[src/led_dim_pkg.sv]
/*
 Package for the six-channel LED driver control logic: timing counts,
 current codes, carrier structs and states.
 Assumes a 250 MHz clock and that the analog side reports comparators.
*/
package led_dim_pkg;
    localparam int CLK_MHZ = 250;
    // Off and shutdown timeout, microseconds
    localparam int OFF_TIMEOUT_US = 8000;
    localparam int OFF_TIMEOUT_CYC = OFF_TIMEOUT_US * CLK_MHZ;
    // Internal low-current PWM: 16 kHz period split in eighths
    localparam int INT_PWM_HZ = 16000;
    localparam int INT_PWM_CYC = (CLK_MHZ * 1000000) / INT_PWM_HZ;
    localparam int SLOT_CYC = INT_PWM_CYC / 8;
    // Pulse count that wraps back to full scale
    localparam logic [4:0] PULSE_WRAP = 5'h1F;
    localparam logic [4:0] PULSE_RESET = 5'h00;
    // Currents in units of 0.1 mA
    localparam logic [7:0] FULL_SCALE = 8'hF0;
    localparam logic [7:0] LOW_THRESHOLD = 8'h40;
    localparam logic [7:0] REF_HIGH = 8'h40;
    localparam logic [7:0] REF_MID = 8'h20;
    localparam logic [7:0] REF_LOW = 8'h10;
    localparam logic [7:0] REF_MIN = 8'h08;

    typedef enum logic [2:0] {
        ST_SHUTDOWN = 3'b001,
        ST_ACTIVE = 3'b010,
        ST_WAKE = 3'b100
    } power_state_e;

    // Per-regulator headroom comparator levels from the analog side
    typedef struct packed {
        logic [5:0] below_low;
        logic [5:0] above_high;
        logic supply_ok;
    } sense_s;

    // Commands to the analog current regulators
    typedef struct packed {
        logic [5:0] on;
        logic [5:0] neg_return;
        logic pump_run;
        logic [7:0] dc_group_a;
        logic [7:0] dc_pair;
        logic pair_pwm_gate;
        logic dim_gate;
        logic shutdown;
    } drive_s;
endpackage

[src/level_table.sv]
/*
 Brightness lookup: pulse count to DC level, reference and duty in eighths.
 Output is registered, one cycle after the count changes.
*/
module level_table (
    input wire logic clock,
    input wire logic [4:0] count,
    output logic [7:0] current,
    output logic [7:0] ref_level,
    output logic [3:0] eighths
);
    logic [7:0] cur;
    logic [7:0] rf;

    // Set current per pulse count, in 0.1 mA
    always_comb begin
        case (count)
            5'h00, 5'h1F: cur = led_dim_pkg::FULL_SCALE;
            5'h0C: cur = 8'h38;
            5'h0D: cur = 8'h30;
            5'h0E: cur = 8'h28;
            5'h0F: cur = 8'h20;
            5'h10: cur = 8'h1C;
            5'h11: cur = 8'h18;
            5'h12: cur = 8'h14;
            5'h13: cur = 8'h10;
            5'h14: cur = 8'h0E;
            5'h15: cur = 8'h0C;
            5'h16: cur = 8'h0A;
            default: begin
                if (count <= 5'h0B) begin
                    cur = 8'(8'hF0 - 8'(count) * 8'h10);
                end else begin
                    cur = 8'(5'h1F - count);
                end
            end
        endcase
        if (cur > led_dim_pkg::REF_MID) begin
            rf = led_dim_pkg::REF_HIGH;
        end else if (cur > led_dim_pkg::REF_LOW) begin
            rf = led_dim_pkg::REF_MID;
        end else if (cur > led_dim_pkg::REF_MIN) begin
            rf = led_dim_pkg::REF_LOW;
        end else begin
            rf = led_dim_pkg::REF_MIN;
        end
    end

    // Registered outputs; full scale keeps 8/8 duty
    always_ff @(posedge clock) begin
        if (cur >= led_dim_pkg::LOW_THRESHOLD) begin
            current <= cur;
            ref_level <= cur;
            eighths <= 4'h8;
        end else begin
            current <= cur;
            ref_level <= rf;
            // Widened so 5.6 mA times eight cannot wrap
            eighths <= 4'((12'(cur) * 12'h008) / 12'(rf));
        end
    end
endmodule // level_table

[src/led_driver_dimming_control.sv]
/*
 Digital control of a six-channel white LED driver: return-path switchover,
 pump control, enable/PWM input A, serial-pulse input B, internal PWM and
 timed shutdown. Assumes headroom comparators come from the analog side and
 both enable pins are asynchronous to the clock.
*/
// Operation
// - Regulator at low headroom threshold returns to negative rail
// - Regulator back at upper threshold returns to ground, with hysteresis
// - Pump idles while all active regulators have headroom, else runs
// - Each of six regulators switched independently
// - Pulse variant: A gates and dims group a, B gates and steps five/six
// - PWM variant: A gates group a and dims all six, B only gates
// - Above lockout, dimmed current follows duty on input A
// - Static input A acts as plain on/off
// - Rising B enables five and six at full scale
// - Each later B pulse lowers five/six current one step
// - Pulse past minimum wraps current to full scale
// - Counts one to eleven fall in 1.6mA steps; fresh enable full
// - Counts twelve to thirty follow the fine low-current steps
// - B low past timeout turns five and six off
// - Below threshold, reduced DC plus 16kHz PWM in eighths
// - Shutdown only after both inputs low for the timeout
// - Low-current reference chosen from four levels, duty is ratio
// - A low past timeout turns group a off
module led_driver_dimming_control #(
    parameter bit PULSE_VARIANT = 1'b1,
    parameter int OFF_CYCLES = led_dim_pkg::OFF_TIMEOUT_CYC
) (
    input wire logic clock,
    input wire logic rst_n,
    input wire logic enable_dim_input_a,
    input wire logic enable_pulse_input_b,
    input wire led_dim_pkg::sense_s regulator_headroom,
    output led_dim_pkg::drive_s drive
);
    typedef led_dim_pkg::drive_s drive_s_t;
    typedef struct packed {
        logic [1:0] a_sync;
        logic [1:0] b_sync;
        logic b_prev;
        logic [22:0] a_low_cnt;
        logic [22:0] b_low_cnt;
        logic [22:0] both_low_cnt;
        logic a_on;
        logic b_on;
        logic [4:0] pulse_cnt;
        logic [5:0] neg_ret;
        led_dim_pkg::power_state_e pstate;
        logic [10:0] slot_cnt;
        logic [2:0] slot;
        drive_s_t drive;
    } state_s;

    state_s st_r;
    state_s st_nxt;
    logic [7:0] pair_current;
    logic [7:0] pair_ref;
    logic [3:0] pair_eighths;

    localparam logic [22:0] OFF_LIMIT = 23'(OFF_CYCLES);
    localparam logic [10:0] SLOT_LAST = 11'(led_dim_pkg::SLOT_CYC - 1);

    // Brightness lookup for regulators five and six
    level_table u_table (
        .clock(clock),
        .count(st_r.pulse_cnt),
        .current(pair_current),
        .ref_level(pair_ref),
        .eighths(pair_eighths)
    );

    // Saturating timeout counter: true once low for longer than the limit
    function automatic logic [22:0] low_count(input logic low,
                                              input logic [22:0] c);
        if (!low) begin
            low_count = 23'h0;
        end else if (c > OFF_LIMIT) begin
            low_count = c;
        end else begin
            low_count = 23'(c + 23'h1);
        end
    endfunction

    logic a_lvl;
    logic b_lvl;
    logic a_timeout;
    logic b_timeout;
    logic both_timeout;
    logic [5:0] active;
    assign a_lvl = st_r.a_sync[1];
    assign b_lvl = st_r.b_sync[1];
    assign a_timeout = st_r.a_low_cnt > OFF_LIMIT;
    assign b_timeout = st_r.b_low_cnt > OFF_LIMIT;
    assign both_timeout = st_r.both_low_cnt >= OFF_LIMIT;
    assign active = st_r.drive.on;

    // Next-state logic for the whole controller
    always_comb begin
        st_nxt = st_r;
        // Two-flop synchronisers on both enable pins
        st_nxt.a_sync = {st_r.a_sync[0], enable_dim_input_a};
        st_nxt.b_sync = {st_r.b_sync[0], enable_pulse_input_b};
        st_nxt.b_prev = b_lvl;
        st_nxt.a_low_cnt = low_count(!a_lvl, st_r.a_low_cnt);
        st_nxt.b_low_cnt = low_count(!b_lvl, st_r.b_low_cnt);
        st_nxt.both_low_cnt = low_count(!a_lvl && !b_lvl,
                                        st_r.both_low_cnt);

        // Group a on while A high; short lows are PWM, not off
        if (a_lvl) begin
            st_nxt.a_on = 1'b1;
        end else if (a_timeout) begin
            st_nxt.a_on = 1'b0;
        end

        // B: enable, pulse counting and timeout off
        if (b_lvl && !st_r.b_prev) begin
            if (!st_r.b_on || b_timeout) begin // Long low: fresh enable
                st_nxt.b_on = 1'b1;
                st_nxt.pulse_cnt = led_dim_pkg::PULSE_RESET;
            end else if (PULSE_VARIANT) begin
                // Wrap after the minimum step back to full
                if (st_r.pulse_cnt == led_dim_pkg::PULSE_WRAP) begin
                    st_nxt.pulse_cnt = 5'h01;
                end else begin
                    st_nxt.pulse_cnt = 5'(st_r.pulse_cnt + 5'h01);
                end
            end
        end else if (b_timeout && st_r.b_on) begin
            st_nxt.b_on = 1'b0;
            st_nxt.pulse_cnt = led_dim_pkg::PULSE_RESET;
        end

        // Power state: shutdown only after the joint timeout
        case (st_r.pstate)
            led_dim_pkg::ST_ACTIVE: begin
                if (both_timeout && !a_lvl && !b_lvl) begin
                    st_nxt.pstate = led_dim_pkg::ST_SHUTDOWN;
                    st_nxt.a_on = 1'b0;
                    st_nxt.b_on = 1'b0;
                end
            end
            led_dim_pkg::ST_SHUTDOWN: begin
                if (a_lvl || b_lvl) begin
                    st_nxt.pstate = led_dim_pkg::ST_WAKE;
                    st_nxt.pulse_cnt = led_dim_pkg::PULSE_RESET;
                end
            end
            led_dim_pkg::ST_WAKE: st_nxt.pstate = led_dim_pkg::ST_ACTIVE;
            default: st_nxt.pstate = led_dim_pkg::ST_SHUTDOWN;
        endcase

        // Return-path switchover per regulator with hysteresis
        for (int i = 0; i < 6; i++) begin
            if (!active[i]) begin
                st_nxt.neg_ret[i] = 1'b0;
            end else if (regulator_headroom.below_low[i]) begin
                st_nxt.neg_ret[i] = 1'b1;
            end else if (regulator_headroom.above_high[i]) begin
                st_nxt.neg_ret[i] = 1'b0;
            end
        end

        // Internal 16 kHz PWM, eight slots per period
        if (st_r.slot_cnt == SLOT_LAST) begin
            st_nxt.slot_cnt = 11'h000;
            st_nxt.slot = 3'(st_r.slot + 3'h1);
        end else begin
            st_nxt.slot_cnt = 11'(st_r.slot_cnt + 11'h001);
        end

        // Drive outputs
        st_nxt.drive.shutdown = st_r.pstate == led_dim_pkg::ST_SHUTDOWN;
        st_nxt.drive.on = {st_r.b_on, st_r.b_on, {4{st_r.a_on}}};
        st_nxt.drive.neg_return = st_r.neg_ret;
        st_nxt.drive.pump_run = |st_r.neg_ret;
        st_nxt.drive.dc_group_a = led_dim_pkg::FULL_SCALE;
        // Pulse variant uses table; PWM variant holds full scale
        st_nxt.drive.dc_pair = PULSE_VARIANT ? pair_ref
                                             : led_dim_pkg::FULL_SCALE;
        st_nxt.drive.pair_pwm_gate = PULSE_VARIANT ?
            ({1'b0, st_r.slot} < pair_eighths) : 1'b1;
        // Duty on A gates current only above supply lockout
        st_nxt.drive.dim_gate = a_lvl && regulator_headroom.supply_ok;
    end

    // State register
    always_ff @(posedge clock) begin
        if (!rst_n) begin
            st_r <= '0;
            st_r.pstate <= led_dim_pkg::ST_SHUTDOWN;
            st_r.drive.shutdown <= 1'b1;
        end else begin
            st_r <= st_nxt;
        end
    end

    // Group-a PWM always via A; pair dimmed by A only in PWM variant
    assign drive = st_r.drive;
endmodule // led_driver_dimming_control

[config.mk]
export PLATFORM = sky130hd
export DESIGN_NAME = led_driver_dimming_control
export DESIGN_NICKNAME = d
export VERILOG_FILES = /design/src/led_dim_pkg.sv /design/src/level_table.sv /design/src/led_driver_dimming_control.sv
export SDC_FILE = /design/constraint.sdc
export NUM_CORES = 1
export LEC_CHECK = 0
export ABC_AREA = 1
export BUFFER_PORTS_ARGS = -buffer_cell sky130_fd_sc_hd__buf_2
export CORE_UTILIZATION = 50
export CTS_BUF_LIST = sky130_fd_sc_hd__clkbuf_8
export DETAILED_ROUTE_END_ITERATION = 12
export HOLD_SLACK_MARGIN = 0.03
export PLACE_DENSITY = 0.72
export SLEW_MARGIN = 5
export SYNTH_ARGS = -nofsm -noshare
export SYNTH_HDL_FRONTEND = slang
export SYNTH_HIERARCHICAL = 1
export SYNTH_SLANG_ARGS = --single-unit
[constraint.sdc]
create_clock -name clock -period 14.3 [get_ports clock]
set_input_delay 1.43 -clock clock [delete_from_list [all_inputs] [get_ports clock]]
set_output_delay 1.43 -clock clock [all_outputs]
set_load 0.01 [all_outputs]
==> flow_metrics.env <==
export IMPL_rsz0062_at_grt="false"
export IMPL_cp_slowest_cell="dfxtp_1"
export IMPL_dp_hpwl_mm=14.3
export IMPL_cts_sinks=137
export IMPL_antenna_cells=0
export IMPL_hp_class="reg2reg"
export IMPL_crit_top_cell="nand2_1"
export IMPL_worstPathMaxFanout=14
export IMPL_hold_viol=0
export IMPL_yosysWarningCount=6
export IMPL_initial_utilization_pct=51.3
export IMPL_worstPathRequired_ps=14630
export IMPL_finalMaxSlewViolations=0
export IMPL_seq_power_share_pct=32.8
export IMPL_seqCellArea_sq_um=2740
export IMPL_clk_path_buf_depth=2
export IMPL_areaGrowthSynthToFinish_pct=6.28
export IMPL_cts_buffers=17
export IMPL_p_int_uw=757
export IMPL_clk_latency_ps=440
export IMPL_ios=49
export IMPL_power_total_mw=1.23
export IMPL_cts_htree_levels=4
export IMPL_holdWs_ps=413
export IMPL_core_area_sq_um=17300
export IMPL_worst_slack_ps=2060
export IMPL_synthesis_area_sq_um=8870
export IMPL_r2r_slack_ps=2060
export IMPL_critPathKind="reg2reg"
export IMPL_vdd_drop_max_mv=0.213
export IMPL_critPathCaptureType="register"
export IMPL_place_ws_ps=2090
export IMPL_swShare_pct=38.4
export IMPL_p_clk_share_pct=27.1
export IMPL_gp_congestion=0.888
export IMPL_avgSynthCellArea_sq_um=6.67
export IMPL_fin_worst_skew_ps=14.3
export IMPL_finalSetupViolations=0
export IMPL_setup_tns_ps=0
export IMPL_num_vias=8003
export IMPL_fillers=1714
export IMPL_drv_cap=0
export IMPL_via_per_inst=5.05
export IMPL_final_util_pct=54.5
export IMPL_drive_gt1_share_pct=11.0
export IMPL_powerDensity_nw_per_um2=130
export IMPL_slew_headroom_pct=33.4
export IMPL_grt_max_degree=33
export IMPL_clk_pin_slew_ps=80
export IMPL_p_comb_share_pct=40.1
export IMPL_wl_per_cell_microns=12.2
export IMPL_outcome="finished, final reports clean"
export IMPL_die_area_sq_um=18300
export IMPL_post_cts_setup_buffer_count=0
export IMPL_num_nets_final=1406
export IMPL_drc=0
export IMPL_slowest_delay_ps=740
export IMPL_row_count=48
export IMPL_die_h_microns=135
export IMPL_cts_root_buf="clkbuf_8"
export IMPL_min_period_ps=12240
export IMPL_worst_slew_pin_slew_ps=997
export IMPL_dr_first_iter_drc_count=374
export IMPL_syn_instance_count=1331
export IMPL_switchingPower_uw=471
export IMPL_die_w_microns=135
export IMPL_multiInputGateArea_sq_um=5140
export IMPL_antenna_found_initial=0
export IMPL_port_buffers=44
export IMPL_min_period_over_period_pct=85.6
export IMPL_antenna_left=0
export IMPL_cp_start_kind="register"
export IMPL_grt_pass1_vias=7482
export IMPL_tritoncts="yes"
export IMPL_cts_resized=0
export IMPL_grt_pass1_wl_mm=33.1
export IMPL_drt_total_wl_mm=19.4
export IMPL_leakagePower_nw=4.17
export IMPL_overflow=0
export IMPL_holdBufCountCts=0
export IMPL_cp_arrival_ps=12570
export IMPL_fmax_ghz=0.0817
export IMPL_dr_pass1_iters=5
export IMPL_grt_usage_pct=22.3
==> critical path, delay by kind of cell, from the launching register on <==
family	cells	cell delay (ps)
AO/OA/AOI/OAI	25	4410
AND/OR/NAND/NOR	30	3610
adder cells (fa/ha/maj)	8	2320
buffers and inverters	9	1070
flip-flops	1	740
==> through the flow <==
stage / area (sq um) / instances
after detailed placement: 9020 / 1552
after global routing: 9430 / 1584
final: 9430 / 1584
after CTS: 9430 / 1584
after global placement: 9020 / 1552
after floorplan: 8890 / 1337
==> area by class of cell <==
| class | count | share of cell area [%] |
|---|---|---|
| timing repair buffer | 48 | 2.65 |
| sequential | 137 | 29.1 |
| clock buffer | 19 | 2.77 |
| inverter | 160 | 6.37 |
| tap | 225 | 2.99 |
| multi-input combinational | 982 | 54.5 |
| clock inverter | 13 | 1.61 |
==> per-layer routing <==
metal / wire length (microns) / GRT usage, %
met3: 762 / 4.23
met5: 0 / 0
met2: 9160 / 38.6
met4: 331 / 7.49
met1: 9140 / 27.7
==> power groups by stage <==
stage	clock (mW)	combinational, mW	sequential, mW
after global routing	0.362	0.554	0.404
final	0.333	0.492	0.402
after detailed placement	0	0.489	0.411
after floorplan	0	0.417	0.408
after global placement	0	0.481	0.411
after CTS	0.343	0.493	0.402
==> cells in the final DEF (no fill, tap or decap), types with 3 or more instances in the layout <==
cell type,n
ha_1,43
nor3_2,4
nor3_1,15
conb_1,8
a21o_1,4
inv_2,16
nand3_2,9
buf_2,44
xor2_1,34
o21ai_2,3
xnor2_1,16
buf_4,4
nor2_8,3
nand3_1,100
o21ai_1,7
inv_1,144
nand4_2,3
nand3b_1,12
o21ai_0,23
nor2_2,6
dfxtp_1,137
nand4_1,17
o21bai_1,3
a21oi_2,3
clkbuf_8,19
a31oi_1,5
nor2_1,191
a21oi_1,85
clkinv_2,5
nand2_2,9
bufinv_16,3
or2_2,3
nand2_4,7
nand2_1,341
==> sequential cells by signal (all words and copies together) (netlist names) <==
register	count
st_r	92
drive	19
st_nxt	10
u_table/ref_level	8
u_table/eighths	4
active	2
a_lvl	1
b_lvl	1
==> worst paths after layout <==
check	startpoint	cells past startpoint	endpoint
setup / recovery	st_r[59]	72	u_table/eighths[0]
hold / removal	u_table/ref_level[1]	2	drive[4]
setup reg to reg	st_r[59]	72	u_table/eighths[0]
hold reg to reg	u_table/ref_level[1]	2	drive[4]
Note: power is estimated with default switching activity, not from simulation.
